===== src/rtl/sgil_consts.svh =====
`ifndef SGIL_CONSTS_SVH
`define SGIL_CONSTS_SVH
`define SGIL_CLK_HZ         20000000
`define SGIL_MS_CYCLES      (`SGIL_CLK_HZ / 1000)
`define SGIL_BLOCK_LEAD_MS  5
`define SGIL_TRAVERSE_MS    200
`define SGIL_TIMEOUT_MS     10000
`define SGIL_LOG_DEPTH      12
`define SGIL_EV_NUM         36
`define SGIL_EV_W           6
`define SGIL_SEL_ON         0
`define SGIL_SEL_OFF        1
`endif


===== src/rtl/sgil_pkg.sv =====
package sgil_pkg;
  typedef enum logic [1:0] {SGIL_ST_INTER, SGIL_ST_OPEN, SGIL_ST_CLOSED, SGIL_ST_BAD} sgil_pos_t;
  typedef enum logic [1:0] {SGIL_FAIL_NONE, SGIL_FAIL_BLOCKED, SGIL_FAIL_TIMEOUT} sgil_fail_t;
  typedef struct packed {
    logic open_st;
    logic close_st;
    logic cart_in;
    logic cart_out;
    logic ready;
    logic sync_ok;
    logic abrasion;
    logic op_time_exc;
    logic cb_local;
    logic sw_local;
    logic final_trip;
  } sgil_status_t;
  typedef struct packed {
    logic [2:0] obj_blk;
    logic [2:0] sw_blk;
    logic [2:0] di_blk;
  } sgil_blk_src_t;
  typedef struct packed {
    logic [31:0] stamp_ms;
    logic [5:0]  event_id;
    logic [15:0] open_time_ms;
    logic [15:0] close_time_ms;
    sgil_pos_t   obj_status;
    sgil_pos_t   cart_status;
    sgil_fail_t  open_fail;
    sgil_fail_t  close_fail;
    logic [1:0]  open_src;
    logic [1:0]  close_src;
    logic [1:0]  general;
  } sgil_entry_t;
  typedef struct packed {
    logic [31:0]  stamp_ms;
    logic [5:0]   event_id;
    logic         on_edge;
    sgil_status_t process;
  } sgil_event_t;
endpackage : sgil_pkg


===== src/rtl/sgil_object.sv =====
// Summary of operation
// - Open and close directions each have their own interlock enable set and are judged separately.
// - Each blocking condition comes from another object status, a software output or a digital input.
// - Events and log entries are made on every monitored change and on command execution or failure.
// - Per event enables choose whether on edges, off edges or both reach the event buffer.
// - The operation log is a circular store keeping the latest 12 entries, the oldest overwritten.
// - Every event carries its timestamp and a snapshot of the process data.
// - The object raises the full set of position, cart, request, command, blocked, ready, sync, fail, trip events.
// - Contact abrasion alarm gives an on event when it rises and an off event when it falls.
// - Operating time exceeded and both local mode indications give on and off events.
// - Each log entry records opening time from open command acceptance to open status.
// - Each log entry records closing time from close command acceptance to closed status.
// - Each log entry holds stamp, event, object and cart status, fail causes, command sources and general status.
// - After the traverse time both status inputs give bad and neither gives intermediate.
// - No status change within the termination timeout ends the command with a fail event.
`timescale 1ns/1ns
`default_nettype none
`include "sgil_consts.svh"
module sgil_object #(
  parameter int TRAVERSE_CYC = `SGIL_TRAVERSE_MS * `SGIL_MS_CYCLES,
  parameter int TIMEOUT_CYC  = `SGIL_TIMEOUT_MS * `SGIL_MS_CYCLES,
  parameter int MS_CYC       = `SGIL_MS_CYCLES
) (
  // Clock and reset
  input  wire logic                 sys_clk,
  input  wire logic                 rst,
  // Field inputs, asynchronous
  input  wire sgil_pkg::sgil_status_t status_pin,
  input  wire sgil_pkg::sgil_blk_src_t open_blk_src,
  input  wire sgil_pkg::sgil_blk_src_t close_blk_src,
  // Interlock enables per direction
  input  wire sgil_pkg::sgil_blk_src_t open_blk_en,
  input  wire sgil_pkg::sgil_blk_src_t close_blk_en,
  // Commands, same clock
  input  wire logic                 open_req,
  input  wire logic                 close_req,
  input  wire logic [1:0]           cmd_src,
  // Event selection
  input  wire logic [`SGIL_EV_NUM-1:0] ev_on_en,
  input  wire logic [`SGIL_EV_NUM-1:0] ev_off_en,
  // Outputs, and the log read index input
  output logic                      open_cmd,
  output logic                      close_cmd,
  output logic                      event_valid,
  output sgil_pkg::sgil_event_t     event_out,
  input  wire logic [3:0]           log_rd_idx,
  output sgil_pkg::sgil_entry_t     log_rd_data,
  output logic [3:0]                log_count
);
  localparam int NS = $bits(sgil_pkg::sgil_status_t);
  // Three stage sync, change accepted when stages two and three agree
  logic [NS-1:0] s1_reg, s2_reg, s3_reg, st_reg;
  logic [NS-1:0] st_next;
  logic [8:0] b1_reg, b2_reg, b3_reg, bo_reg, bc_reg, bo_next, bc_next;
  logic [8:0] c1_reg, c2_reg, c3_reg;
  always_comb
  begin
    st_next = st_reg;
    bo_next = bo_reg;
    bc_next = bc_reg;
    for (int i = 0; i < NS; i++)
      if (s2_reg[i] == s3_reg[i]) st_next[i] = s3_reg[i];
    for (int i = 0; i < 9; i++)
    begin
      if (b2_reg[i] == b3_reg[i]) bo_next[i] = b3_reg[i];
      if (c2_reg[i] == c3_reg[i]) bc_next[i] = c3_reg[i];
    end
  end
  always_ff @(posedge sys_clk)
  begin
    if (rst)
    begin
      s1_reg <= '0; s2_reg <= '0; s3_reg <= '0; st_reg <= '0;
      b1_reg <= '0; b2_reg <= '0; b3_reg <= '0; bo_reg <= '0;
      c1_reg <= '0; c2_reg <= '0; c3_reg <= '0; bc_reg <= '0;
    end
    else
    begin
      s1_reg <= status_pin; s2_reg <= s1_reg; s3_reg <= s2_reg; st_reg <= st_next;
      b1_reg <= open_blk_src; b2_reg <= b1_reg; b3_reg <= b2_reg; bo_reg <= bo_next;
      c1_reg <= close_blk_src; c2_reg <= c1_reg; c3_reg <= c2_reg; bc_reg <= bc_next;
    end
  end
  sgil_pkg::sgil_status_t st;
  assign st = st_reg;
  // Blocks are sampled only; the 5 ms lead is the sender's job
  logic open_blocked, close_blocked;
  assign open_blocked  = |(bo_reg & open_blk_en);
  assign close_blocked = |(bc_reg & close_blk_en);

  // Position decode with traverse delay
  function automatic sgil_pkg::sgil_pos_t pos_dec(input logic a, input logic b);
    unique case ({a, b})
      2'b00: pos_dec = sgil_pkg::SGIL_ST_INTER;
      2'b10: pos_dec = sgil_pkg::SGIL_ST_OPEN;
      2'b01: pos_dec = sgil_pkg::SGIL_ST_CLOSED;
      2'b11: pos_dec = sgil_pkg::SGIL_ST_BAD;
    endcase
  endfunction : pos_dec

  typedef enum logic [1:0] {SGIL_IDLE, SGIL_OPENING, SGIL_CLOSING} sgil_ctl_t;
  sgil_ctl_t ctl_reg, ctl_next;
  sgil_pkg::sgil_pos_t pos_reg, pos_next, cart_reg, cart_next;
  logic [31:0] trav_reg, trav_next, tmo_reg, tmo_next, ms_reg, ms_next, stamp_reg, stamp_next;
  logic [31:0] run_ms_reg, run_ms_next;
  logic [15:0] otime_reg, otime_next, ctime_reg, ctime_next;
  sgil_pkg::sgil_fail_t ofail_reg, ofail_next, cfail_reg, cfail_next;
  logic [1:0] osrc_reg, osrc_next, csrc_reg, csrc_next;
  sgil_pkg::sgil_pos_t raw_pos;
  assign raw_pos = pos_dec(st.open_st, st.close_st);
  logic [`SGIL_EV_NUM-1:0] ev_hit;
  logic open_acc, close_acc;
  always_comb
  begin
    ctl_next = ctl_reg;
    trav_next = trav_reg;
    tmo_next = tmo_reg;
    pos_next = pos_reg;
    ms_next = ms_reg + 32'h1;
    stamp_next = stamp_reg;
    run_ms_next = run_ms_reg;
    otime_next = otime_reg; ctime_next = ctime_reg;
    ofail_next = ofail_reg; cfail_next = cfail_reg;
    osrc_next = osrc_reg; csrc_next = csrc_reg;
    cart_next = pos_dec(st.cart_out, st.cart_in);
    ev_hit = '0;
    open_acc = 1'b0;
    close_acc = 1'b0;
    if (ms_reg == 32'(MS_CYC - 1))
    begin
      ms_next = '0;
      stamp_next = stamp_reg + 32'h1;
      if (ctl_reg != SGIL_IDLE) run_ms_next = run_ms_reg + 32'h1;
    end
    // Clean states show at once, mixed ones only after traverse time
    if (raw_pos == sgil_pkg::SGIL_ST_OPEN || raw_pos == sgil_pkg::SGIL_ST_CLOSED)
    begin
      pos_next = raw_pos;
      trav_next = '0;
    end
    else if (trav_reg >= 32'(TRAVERSE_CYC - 1))
      pos_next = raw_pos;
    else
      trav_next = trav_reg + 32'h1;
    unique case (ctl_reg)
      SGIL_IDLE:
      begin
        tmo_next = '0;
        run_ms_next = '0;
        if (open_req)
        begin
          if (open_blocked)
          begin
            ofail_next = sgil_pkg::SGIL_FAIL_BLOCKED;
            ev_hit[16] = 1'b1;
          end
          else
          begin
            open_acc = 1'b1;
            osrc_next = cmd_src;
            ctl_next = SGIL_OPENING;
          end
        end
        else if (close_req)
        begin
          if (close_blocked)
          begin
            cfail_next = sgil_pkg::SGIL_FAIL_BLOCKED;
            ev_hit[18] = 1'b1;
          end
          else
          begin
            close_acc = 1'b1;
            csrc_next = cmd_src;
            ctl_next = SGIL_CLOSING;
          end
        end
      end
      SGIL_OPENING, SGIL_CLOSING:
      begin
        tmo_next = tmo_reg + 32'h1;
        if (ctl_reg == SGIL_OPENING && st.open_st && !st.close_st)
        begin
          otime_next = run_ms_reg[15:0];
          ofail_next = sgil_pkg::SGIL_FAIL_NONE;
          ctl_next = SGIL_IDLE;
        end
        else if (ctl_reg == SGIL_CLOSING && st.close_st && !st.open_st)
        begin
          ctime_next = run_ms_reg[15:0];
          cfail_next = sgil_pkg::SGIL_FAIL_NONE;
          ctl_next = SGIL_IDLE;
        end
        else if (tmo_reg >= 32'(TIMEOUT_CYC - 1))
        begin
          ctl_next = SGIL_IDLE;
          if (ctl_reg == SGIL_OPENING)
          begin
            ofail_next = sgil_pkg::SGIL_FAIL_TIMEOUT;
            ev_hit[24] = 1'b1;
          end
          else
          begin
            cfail_next = sgil_pkg::SGIL_FAIL_TIMEOUT;
            ev_hit[25] = 1'b1;
          end
        end
      end
    endcase
  end
  always_ff @(posedge sys_clk)
  begin
    if (rst)
    begin
      ctl_reg <= SGIL_IDLE; pos_reg <= sgil_pkg::SGIL_ST_INTER; cart_reg <= sgil_pkg::SGIL_ST_INTER;
      trav_reg <= '0; tmo_reg <= '0; ms_reg <= '0; stamp_reg <= '0; run_ms_reg <= '0;
      otime_reg <= '0; ctime_reg <= '0;
      ofail_reg <= sgil_pkg::SGIL_FAIL_NONE; cfail_reg <= sgil_pkg::SGIL_FAIL_NONE;
      osrc_reg <= '0; csrc_reg <= '0;
    end
    else
    begin
      ctl_reg <= ctl_next; pos_reg <= pos_next; cart_reg <= cart_next;
      trav_reg <= trav_next; tmo_reg <= tmo_next; ms_reg <= ms_next; stamp_reg <= stamp_next;
      run_ms_reg <= run_ms_next; otime_reg <= otime_next; ctime_reg <= ctime_next;
      ofail_reg <= ofail_next; cfail_reg <= cfail_next; osrc_reg <= osrc_next; csrc_reg <= csrc_next;
    end
  end
  assign open_cmd  = (ctl_reg == SGIL_OPENING);
  assign close_cmd = (ctl_reg == SGIL_CLOSING);

  // Level view of each event line; pairs share one bit, odd index is the off side
  logic [`SGIL_EV_NUM-1:0] lvl_now, lvl_reg;
  always_comb
  begin
    lvl_now = '0;
    lvl_now[0]  = pos_reg == sgil_pkg::SGIL_ST_INTER;
    lvl_now[1]  = pos_reg == sgil_pkg::SGIL_ST_OPEN;
    lvl_now[2]  = pos_reg == sgil_pkg::SGIL_ST_CLOSED;
    lvl_now[3]  = pos_reg == sgil_pkg::SGIL_ST_BAD;
    lvl_now[4]  = cart_reg == sgil_pkg::SGIL_ST_INTER;
    lvl_now[5]  = cart_reg == sgil_pkg::SGIL_ST_OPEN;
    lvl_now[6]  = cart_reg == sgil_pkg::SGIL_ST_CLOSED;
    lvl_now[7]  = cart_reg == sgil_pkg::SGIL_ST_BAD;
    lvl_now[8]  = open_req;
    lvl_now[10] = open_cmd;
    lvl_now[12] = close_req;
    lvl_now[14] = close_cmd;
    lvl_now[16] = open_req & open_blocked;
    lvl_now[18] = close_req & close_blocked;
    lvl_now[20] = st.ready;
    lvl_now[22] = st.sync_ok;
    lvl_now[26] = st.final_trip;
    lvl_now[28] = st.abrasion;
    lvl_now[30] = st.op_time_exc;
    lvl_now[32] = st.cb_local;
    lvl_now[34] = st.sw_local;
  end
  // Lowest pending event goes out first, one a cycle; the others wait their turn
  logic [`SGIL_EV_NUM-1:0] fire;
  logic [`SGIL_EV_NUM-1:0] pend_reg, pend_next, pend_all;
  logic ev_any;
  logic [5:0] ev_id;
  logic ev_on;
  always_comb
  begin
    fire = '0;
    ev_any = 1'b0;
    ev_id = '0;
    ev_on = 1'b0;
    for (int i = 0; i < 8; i++)
      fire[i] = lvl_now[i] & ~lvl_reg[i] & ev_on_en[i];
    for (int i = 8; i < `SGIL_EV_NUM; i += 2)
    begin
      fire[i]   = lvl_now[i] & ~lvl_reg[i] & ev_on_en[i];
      fire[i+1] = ~lvl_now[i] & lvl_reg[i] & ev_off_en[i+1];
    end
    fire[24] = ev_hit[24] & ev_on_en[24];
    fire[25] = ev_hit[25] & ev_on_en[25];
    // Held edges survive the one-per-cycle limit; a repeat before report merges
    pend_all = pend_reg | fire;
    for (int i = `SGIL_EV_NUM - 1; i >= 0; i--)
      if (pend_all[i])
      begin
        ev_any = 1'b1;
        ev_id = 6'(i);
        ev_on = (i < 8) || (i == 25) || (i % 2 == 0);
      end
    pend_next = pend_all;
    if (ev_any) pend_next[ev_id] = 1'b0;
  end
  // Log of the latest entries, wrap overwrites the oldest
  sgil_pkg::sgil_entry_t log_mem [`SGIL_LOG_DEPTH];
  logic [3:0] wr_ptr_reg, wr_ptr_next, cnt_next;
  sgil_pkg::sgil_event_t ev_next;
  sgil_pkg::sgil_entry_t ent;
  logic log_wr;
  always_comb
  begin
    ev_next = '{stamp_ms: stamp_reg, event_id: ev_id, on_edge: ev_on, process: st};
    ent = '{stamp_ms: stamp_reg, event_id: ev_id, open_time_ms: otime_next, close_time_ms: ctime_next,
            obj_status: pos_reg, cart_status: cart_reg, open_fail: ofail_next, close_fail: cfail_next,
            open_src: osrc_next, close_src: csrc_next, general: ctl_reg};
    log_wr = ev_any | open_acc | close_acc;
    wr_ptr_next = wr_ptr_reg;
    cnt_next = log_count;
    if (log_wr)
    begin
      wr_ptr_next = (wr_ptr_reg == 4'(`SGIL_LOG_DEPTH - 1)) ? 4'h0 : wr_ptr_reg + 4'h1;
      if (log_count != 4'(`SGIL_LOG_DEPTH)) cnt_next = log_count + 4'h1;
    end
  end
  always_ff @(posedge sys_clk)
  begin
    if (rst)
    begin
      lvl_reg <= '0; event_valid <= 1'b0; event_out <= '0; wr_ptr_reg <= '0; log_count <= '0;
      pend_reg <= '0;
    end
    else
    begin
      lvl_reg <= lvl_now; event_valid <= ev_any; event_out <= ev_next;
      pend_reg <= pend_next;
      wr_ptr_reg <= wr_ptr_next; log_count <= cnt_next;
      if (log_wr) log_mem[wr_ptr_reg] <= ent;
    end
  end
  // Index 0 is the newest entry
  logic [4:0] rd_pos;
  always_comb
  begin
    rd_pos = {1'b0, wr_ptr_reg} + 5'(`SGIL_LOG_DEPTH) - 5'h1 - {1'b0, log_rd_idx};
    if (rd_pos >= 5'(`SGIL_LOG_DEPTH)) rd_pos = rd_pos - 5'(`SGIL_LOG_DEPTH);
  end
  always_ff @(posedge sys_clk)
  begin
    if (rst) log_rd_data <= '0;
    else log_rd_data <= (log_rd_idx < log_count) ? log_mem[rd_pos[3:0]] : '0;
  end

  a_block_refuse: assert property (@(posedge sys_clk) disable iff (rst)
    (ctl_reg == SGIL_IDLE && open_req && open_blocked) |=> !open_cmd) else $error("blocked open driven");
  a_close_refuse: assert property (@(posedge sys_clk) disable iff (rst)
    (ctl_reg == SGIL_IDLE && !open_req && close_req && close_blocked) |=> !close_cmd) else $error("blocked close");
  a_open_accept: assert property (@(posedge sys_clk) disable iff (rst)
    (ctl_reg == SGIL_IDLE && open_req && !open_blocked) |=> open_cmd) else $error("open not taken");
  a_log_bound: assert property (@(posedge sys_clk) disable iff (rst)
    log_count <= 4'(`SGIL_LOG_DEPTH) && wr_ptr_reg < 4'(`SGIL_LOG_DEPTH)) else $error("log overrun");
  a_log_count: assert property (@(posedge sys_clk) disable iff (rst)
    (log_wr && log_count < 4'(`SGIL_LOG_DEPTH)) |=> log_count == $past(log_count) + 4'h1) else $error("count");
  a_event_stamp: assert property (@(posedge sys_clk) disable iff (rst)
    ev_any |=> event_valid && event_out.stamp_ms == $past(stamp_reg)) else $error("bad stamp");
  a_event_off: assert property (@(posedge sys_clk) disable iff (rst)
    (lvl_reg[28] && !lvl_now[28] && !ev_off_en[29] && !pend_reg[29]) |=>
    !(event_valid && event_out.event_id == 6'd29)) else $error("off not filtered");
  a_abrasion_on: assert property (@(posedge sys_clk) disable iff (rst)
    (!lvl_reg[28] && lvl_now[28] && ev_on_en[28]) |-> ev_any) else $error("abrasion lost");
  a_bad_status: assert property (@(posedge sys_clk) disable iff (rst)
    (pos_reg != sgil_pkg::SGIL_ST_BAD && trav_reg < 32'(TRAVERSE_CYC - 1)) |=>
    pos_reg != sgil_pkg::SGIL_ST_BAD) else $error("bad early");
  a_cmd_exclusive: assert property (@(posedge sys_clk) disable iff (rst)
    open_cmd |-> tmo_reg < 32'(TIMEOUT_CYC) && !close_cmd) else $error("command overrun");
  c_open_ok: cover property (@(posedge sys_clk) disable iff (rst) open_cmd ##1 !open_cmd && ofail_reg == sgil_pkg::SGIL_FAIL_NONE);
  c_close_fail: cover property (@(posedge sys_clk) disable iff (rst) ev_hit[25]);
  c_blocked: cover property (@(posedge sys_clk) disable iff (rst) ev_hit[16]);
  c_log_full: cover property (@(posedge sys_clk) disable iff (rst) log_wr && log_count == 4'(`SGIL_LOG_DEPTH));
endmodule : sgil_object
`default_nettype wire


===== config.mk =====
export PLATFORM = sky130hd
export DESIGN_NAME = sgil_object
export DESIGN_NICKNAME = d
export VERILOG_FILES = /design/src/rtl/sgil_pkg.sv /design/src/rtl/sgil_object.sv
export VERILOG_INCLUDE_DIRS = /design/src /design/src/rtl
export SDC_FILE = /design/constraint.sdc
export NUM_CORES = 2
export LEC_CHECK = 0
export BUFFER_PORTS_ARGS = -buffer_cell sky130_fd_sc_hd__buf_4
export CAP_MARGIN = 25
export CORE_MARGIN = 4
export CORE_UTILIZATION = 50
export DETAILED_ROUTE_END_ITERATION = 16
export GPL_TIMING_DRIVEN = 0
export PLACE_DENSITY_LB_ADDON = 0.05
export SETUP_SLACK_MARGIN = 0.5
export SLEW_MARGIN = 20
export SYNTH_ARGS = -nofsm -noshare
export SYNTH_HDL_FRONTEND = slang
export SYNTH_SLANG_ARGS = --single-unit

===== constraint.sdc =====
create_clock -name sys_clk -period 21.6 [get_ports sys_clk]
set_clock_uncertainty 0.15 [all_clocks]
set_input_delay 5.4 -clock sys_clk [delete_from_list [all_inputs] [get_ports sys_clk]]
set_output_delay 5.4 -clock sys_clk [all_outputs]
set_load 0.005 [all_outputs]

**Yosys cells after proc, flatten, opt, wreduce, memory -nomap -nowiden**

Memories as Yosys holds them, arrays and structs flattened. A register that Yosys moved wholly into a read port is not among the register bits.
Cells that the tools add are included.

- Order comparisons: 6
- Shifts and indexed selects: 0
- Bitwise logic cells: 114
- Eq/ne operators: 52
- $mul: 0
- Muxes and demuxes: 168
- $add $sub $neg: 11
- Reductions and logical operators: 25
- Divide/modulo/power cells: 0

Operators by type and width:

| cell | number |
|---|---|
| 6-bit two-way mux | 36 |
| 32-bit by 1-bit adder with 32-bit output (second input constant) | 5 |
| 1-bit two-way mux | 84 |
| 16-bit two-way mux | 5 |
| 1-bit AND | 72 |
| 2-bit two-way mux | 33 |
| 32-bit case mux with 2 select lines | 1 |
| 36-bit AND | 1 |
| 36-bit two-way mux | 1 |
| 36-bit inverter | 1 |
| 36-bit bitwise OR | 1 |
| 1-bit inverter | 35 |
| 32-bit by 15-bit equality test with 1-bit output (second input constant) | 1 |
| 32-bit by 22-bit >= comparator with 1-bit output (second input constant) | 1 |
| 32-bit by 28-bit >= comparator with 1-bit output (second input constant) | 1 |
| 1-bit equality test | 29 |
| 2-bit equality test (second input constant) | 10 |
| 9-bit AND | 2 |
| 9-bit OR reduction | 2 |
| 2-bit case mux with 4 select lines | 2 |
| 2-bit by 1-bit equality test with 1-bit output (second input constant) | 6 |
| 2-bit case mux with 2 select lines | 3 |
| 2-bit zero test | 5 |
| 2-bit OR reduction | 5 |
| other kinds (21) | 34 |

- Register bits: 438
- Word-level logic and storage cells: 448
- Bits in writable memories: 1008
- Bits in read-only memories: 0
- Output and inout bits: 141
- Bits in latches: 0
- Memories: 1
- Input port bits: 129

Memory list:

| memory | depth | width | read ports | clocked after Yosys merged registers in | wr ports | RTL line | RTL |
|---|---|---|---|---|---|---|---|
| log_mem | 12 | 84 | 1 | 1 | 1 | sgil_object.sv:293 | `` sgil_pkg::sgil_entry_t log_mem [`SGIL_LOG_DEPTH]; `` |

**Longest topological paths before layout**

- Depth in word-level cells: 51
- Mapped depth: 13
- Depth with buffers taken out: 12

**Worst setup path before layout**

OpenSTA, ideal clock, no wires.

- Path kind: input port to flip-flop
- From: in close_blk_en[1] (netlist name)
- To: mem log_mem[11][0] (netlist name) (enable)
- Arrival time: 10.545 ns
- Cell stages on the path: 10
- Data required time: 20.923 ns
- Path slack: 10.378 ns
- Cells stage by stage: a222oi_1 -> nand2_1 -> o21ai_0 -> a311oi_1 -> and4_1 -> nand4bb_2 -> or2_1 -> buf_6 -> nand3_1 -> nor2_1

- Cells in the longest elaborated chain, start to end: 32

RTL lines:

| element | RTL line | RTL |
|---|---|---|
| from (decl) | sgil_object.sv:33 | `input wire sgil_pkg::sgil_blk_src_t close_blk_en,` |
| 9-bit AND (*) | sgil_object.sv:89 | `assign close_blocked = \|(bc_reg & close_blk_en);` |
| 9-bit OR reduction (*) | sgil_object.sv:89 |  |
| 1-bit AND | sgil_object.sv:250 | `lvl_now[18] = close_req & close_blocked;` |
| 1-bit inverter | sgil_object.sv:276 | `fire[i+1] = ~lvl_now[i] & lvl_reg[i] & ev_off_en[i+1];` |
| 1-bit AND (2 in a row) | sgil_object.sv:276 |  |
| 36-bit bitwise OR | sgil_object.sv:281 | `pend_all = pend_reg \| fire;` |
| 1-bit two-way mux (20 in a row) | sgil_object.sv:283 | `if (pend_all[i])` |
| 1-bit bitwise OR | sgil_object.sv:304 | `log_wr = ev_any \| open_acc \| close_acc;` |
| 1-bit bitwise OR (*) | sgil_object.sv:304 |  |
| 1-bit two-way mux (*) | sgil_object.sv:325 | `if (log_wr) log_mem[wr_ptr_reg] <= ent;` |
| 1-bit two-way mux (*) | sgil_object.sv:315 | `if (rst)` |
| 1-bit two-way mux (not written as such) (*) | sgil_object.sv:325 |  |
| to (decl) | sgil_object.sv:293 |  |

Every way passes the cells marked *; elsewhere a longest branch is shown, timed or not.

**Worst setup path after layout**

- From: in log_rd_idx[1]
- To: reg log_rd_data[51] (netlist name)

- Cells in the longest elaborated chain, start to end: 3

RTL lines:

| element | RTL line | RTL |
|---|---|---|
| from (decl) | sgil_object.sv:46 | `input wire logic [3:0] log_rd_idx,` |
| 5-bit by 4-bit subtractor with 5-bit output / 4-bit less-than comparator (equally long branches) | sgil_object.sv:332, sgil_object.sv:338 |  |
| 4-bit subtractor, or another cell as far along | sgil_object.sv:333 | `` if (rd_pos >= 5'(`SGIL_LOG_DEPTH)) rd_pos = rd_pos - 5'(`SGIL_LOG_DEPTH); `` |
| 4-bit two-way mux / 2-bit OR reduction (equally long branches) | - |  |
| to (signal assigned) | sgil_object.sv:338 | `else log_rd_data <= (log_rd_idx < log_count) ? log_mem[rd_pos[3:0]] : '0;` |
| to (decl) | sgil_object.sv:47 | `output sgil_pkg::sgil_entry_t log_rd_data,` |

Parallel ways exist; a longest one is shown, timed or not.
A chain may end at the register's enable or synchronous reset.

==> summary.md <==
| Metric | Value |
|---|---|
| Row Count | 122 |
| Final WL | 141,000 um |
| Net Count, Synth | 3,570 |
| Largest net degree at the start of global routing | 21 |
| Min-delay src | b1_reg[0] |
| Vias after detailed routing | 31,400 |
| Worst slew pin tran | 1.05 ns |
| Synth top area cells | edfxtp_1, dfxtp_1, mux4_2 |
| Reg2Reg Setup Slack | 16.43 ns |
| Placement-stage cell area | 61,300 um2 |
| Worst Path Arrival | 9.94 ns |
| Sequential element share of the synthesized area | 71.9% |
| Top cell type's share of synthesized area | 54.1% |
| Hold buffers post-CTS | 0 |
| Setup Viol. Count Final | 0 |
| Depth of the most critical reg-to-reg path | 14 |
| YS warnings | 0 |
| Post-CTS setup buffer count | 0 |
| # IOs | 270 |
| Vias in the first global route | 32,600 |
| Launching point of the worst reg2reg path | ctl_reg[1] |
| Core area | 111,000 um2 |
| Relative slew margins | 29.7% |
| Synth cell types | 88 |
| Worst hold slack | 0.283 ns |
| Initial Utilization | 50.5% |
| Max reg flops | 1,008 |
| CTS tree | built |
| GRT Total Usage | 24.1% |
| Area grow syn2layout | 18.8% |
| GP Congestion | 0.849 |
| Clock-pin slew on the worst setup and hold paths | 0.06 ns |
| Cell count after synthesis | 3,411 |
| First-pass GRT wire length | 209,000 um |
| Via density | 5.72 |
| Die area | 117,000 um2 |
| RSZ-0062 raised after global routing | false |
| Buffers on Ports | 232 |
| Peak supply drop | 68.5 uV |
| Largest Register | log_mem |
| Post-route design area | 66,500 um2 |
| Hold Fails Final Rpt | 0 |
| Status | finished, final reports clean |
| Synth cell count leaders | edfxtp_1, dfxtp_1, nor2_1, mux4_2, nor2b_1 |
| Dominant synthesized flop cell | edfxtp_1 |
| Async S/R FF share, synth | 0% |
| Pre-CTS WS | 11.34 ns |
| Detail Route Antenna Nets | 0 |
| Cell count after placement | 5,203 |
| Most frequent cell after synthesis | edfxtp_1 |
| Non-Filler Instances | 5,497 |
| Fmax | 0.105 GHz |
| Post-cts sizing count | 0 |
| Max-slew violations | 0 |
| Die Height | 343 um |
| Total iterations of the first detailed-routing run | 7 |
| Post-detail-place hpwl | 97,100 um |
| CTS Sinks | 1,507 |
| Max cap viols | 0 |
| WHS Path Cells | 1 |
| Setup_tns | 0 ns |
| # H-tree levels | 4 |
| Area leader, netlist | edfxtp_1 |
| Required @ worst endpoint | 22.02 ns |
| Layout cells sized above 1 | 22.6% |
| Pleak | 22.8 nW |
| Final worst-path cycle share | 44.1% |
| Crit Path Max Fanout | 10 |
| Maximum clock insertion buffer count | 3 |
| Largest regs | log_mem x1008, log_rd_data x84, event_out x44 |
| Initial antenna violation count | 12 |
| Mapped Avg Cell Area | 16.4 um2 |
| Clock Latency Late Sink | 0.76 ns |
| PD cells | 103 nW/um2 |
| Crit start category | input port |
| Gr ovfl total | 0 |
| Chip width | 343 um |
| Fin crit period | 9.52 ns |
| Hold Crit Class | reg -> reg |
| Endpoint, Worst Hold | b2_reg[0] |
| Setup Crit Path Kind | in -> reg |
| DRC Markers | 0 |
| Worst Setup End Kind | flop |
| Synth Register Bits | 1,507 |
| Cts bufs inserted | 154 |
| DR WL/cell | 25.6 um |
| Initial DRC Count | 2,615 |
| Root Driver | clkbuf_16 |
| R2R Path End | log_mem[6][67] |
| Post-Syn Area | 56,000 um2 |
| Final WS setup | 12.08 ns |
| Post-synth EDFFs | 1,008 |
| Nets | 4,033 |
-- cells in the final DEF, fill, tap and decap left out, types with 27 or more instances in the layout --
cell type,Yosys,final
edfxtp_1,1008,1008
dfxtp_1,499,499
nor2_1,294,282
mux4_2,252,252
buf_4,9,241
nor2b_1,167,167
clkbuf_16,0,165
clkbuf_1,121,146
nand2_1,120,120
a211oi_1,119,119
mux2i_1,88,88
xor2_1,84,84
nand3_1,70,70
a21oi_1,67,67
o21ai_0,61,59
inv_1,56,56
buf_16,0,36
mux2_2,34,34
and3_1,30,30
ha_1,29,29
clkbuf_8,0,29
xnor2_1,27,27
-- cell families after synthesis --
family	Yosys count	share of synthesized area, %
DFF	1507	71.9
and+or+nand+nor	844	7.65
muxes	374	12.4
AOI/OAI and AO/OA	331	4.06
buffers and inverters	213	1.51
xor gates and xnor gates	111	1.74
adders and majority gates	30	0.684
other	1	0.00670
-- worst max-delay path, stage by stage --
cell	delay, ns
buf_4	0.15
inv_1	0.06
ha_1	0.31
ha_1	0.28
clkbuf_1	0.66
nor2_1	0.08
a221o_1	0.37
xor2_1	0.34
buf_2	0.54
buf_1	0.81
mux2i_1	0.17
a211oi_1	0.73
-- metal layers --
layer	track usage, %	vias up	routed length [um]
li1	-	13900	-
met1	34.0	16300	61700
met2	38.8	1011	67100
met3	4.68	224	8350
met4	6.87	10	3430
met5	0	-	74
-- per-stage QoR --
step,power (W),utilization [%]
finish,0.00684,60.0
global route,0.00708,60.0
CTS,0.00690,59.9
detailed placement,0.00426,55.3
global placement,0.00422,53.7
floorplan,0.00384,-
-- cell type report --
| class | instances | area (um2) |
|---|---|---|
| clock buffers | 231 | 4670 |
| flip-flops and latches | 1507 | 40300 |
| inverters | 57 | 216 |
| plain buffers | 156 | 649 |
| clock inverters | 57 | 474 |
| repair buffers | 307 | 3410 |
| well taps | 1488 | 1860 |
| fillers | 8401 | 44300 |
| multi-input cells | 1691 | 14900 |
| diodes | 3 | 7.51 |
-- report_power, final --
| part | switching, W | total [W] | leakage, nW | internal, W |
|---|---|---|---|---|
| Clock | 0.00109 | 0.00266 | 2.54 | 0.00157 |
| Combinational | 0.000594 | 0.000990 | 7.24 | 0.000396 |
| Sequential | 0.0000373 | 0.00320 | 13.0 | 0.00316 |
| Total | 0.00172 | 0.00684 | 22.8 | 0.00512 |
-- how the worst max path moves through the flow --
stage          slack (ns)              end       startpoint
3_3_place_gp         4.91  log_mem[11][66]  close_blk_en[1]
4_1_cts             12.12  log_rd_data[51]    log_rd_idx[1]
6_report            12.08  log_rd_data[51]    log_rd_idx[1]
2_1_floorplan       10.38   log_mem[11][0]  close_blk_en[1]
5_1_grt             11.93  log_rd_data[51]    log_rd_idx[1]
3_5_place_dp        11.34  log_rd_data[51]    log_rd_idx[1]
Power figures use the tool's default switching activity.
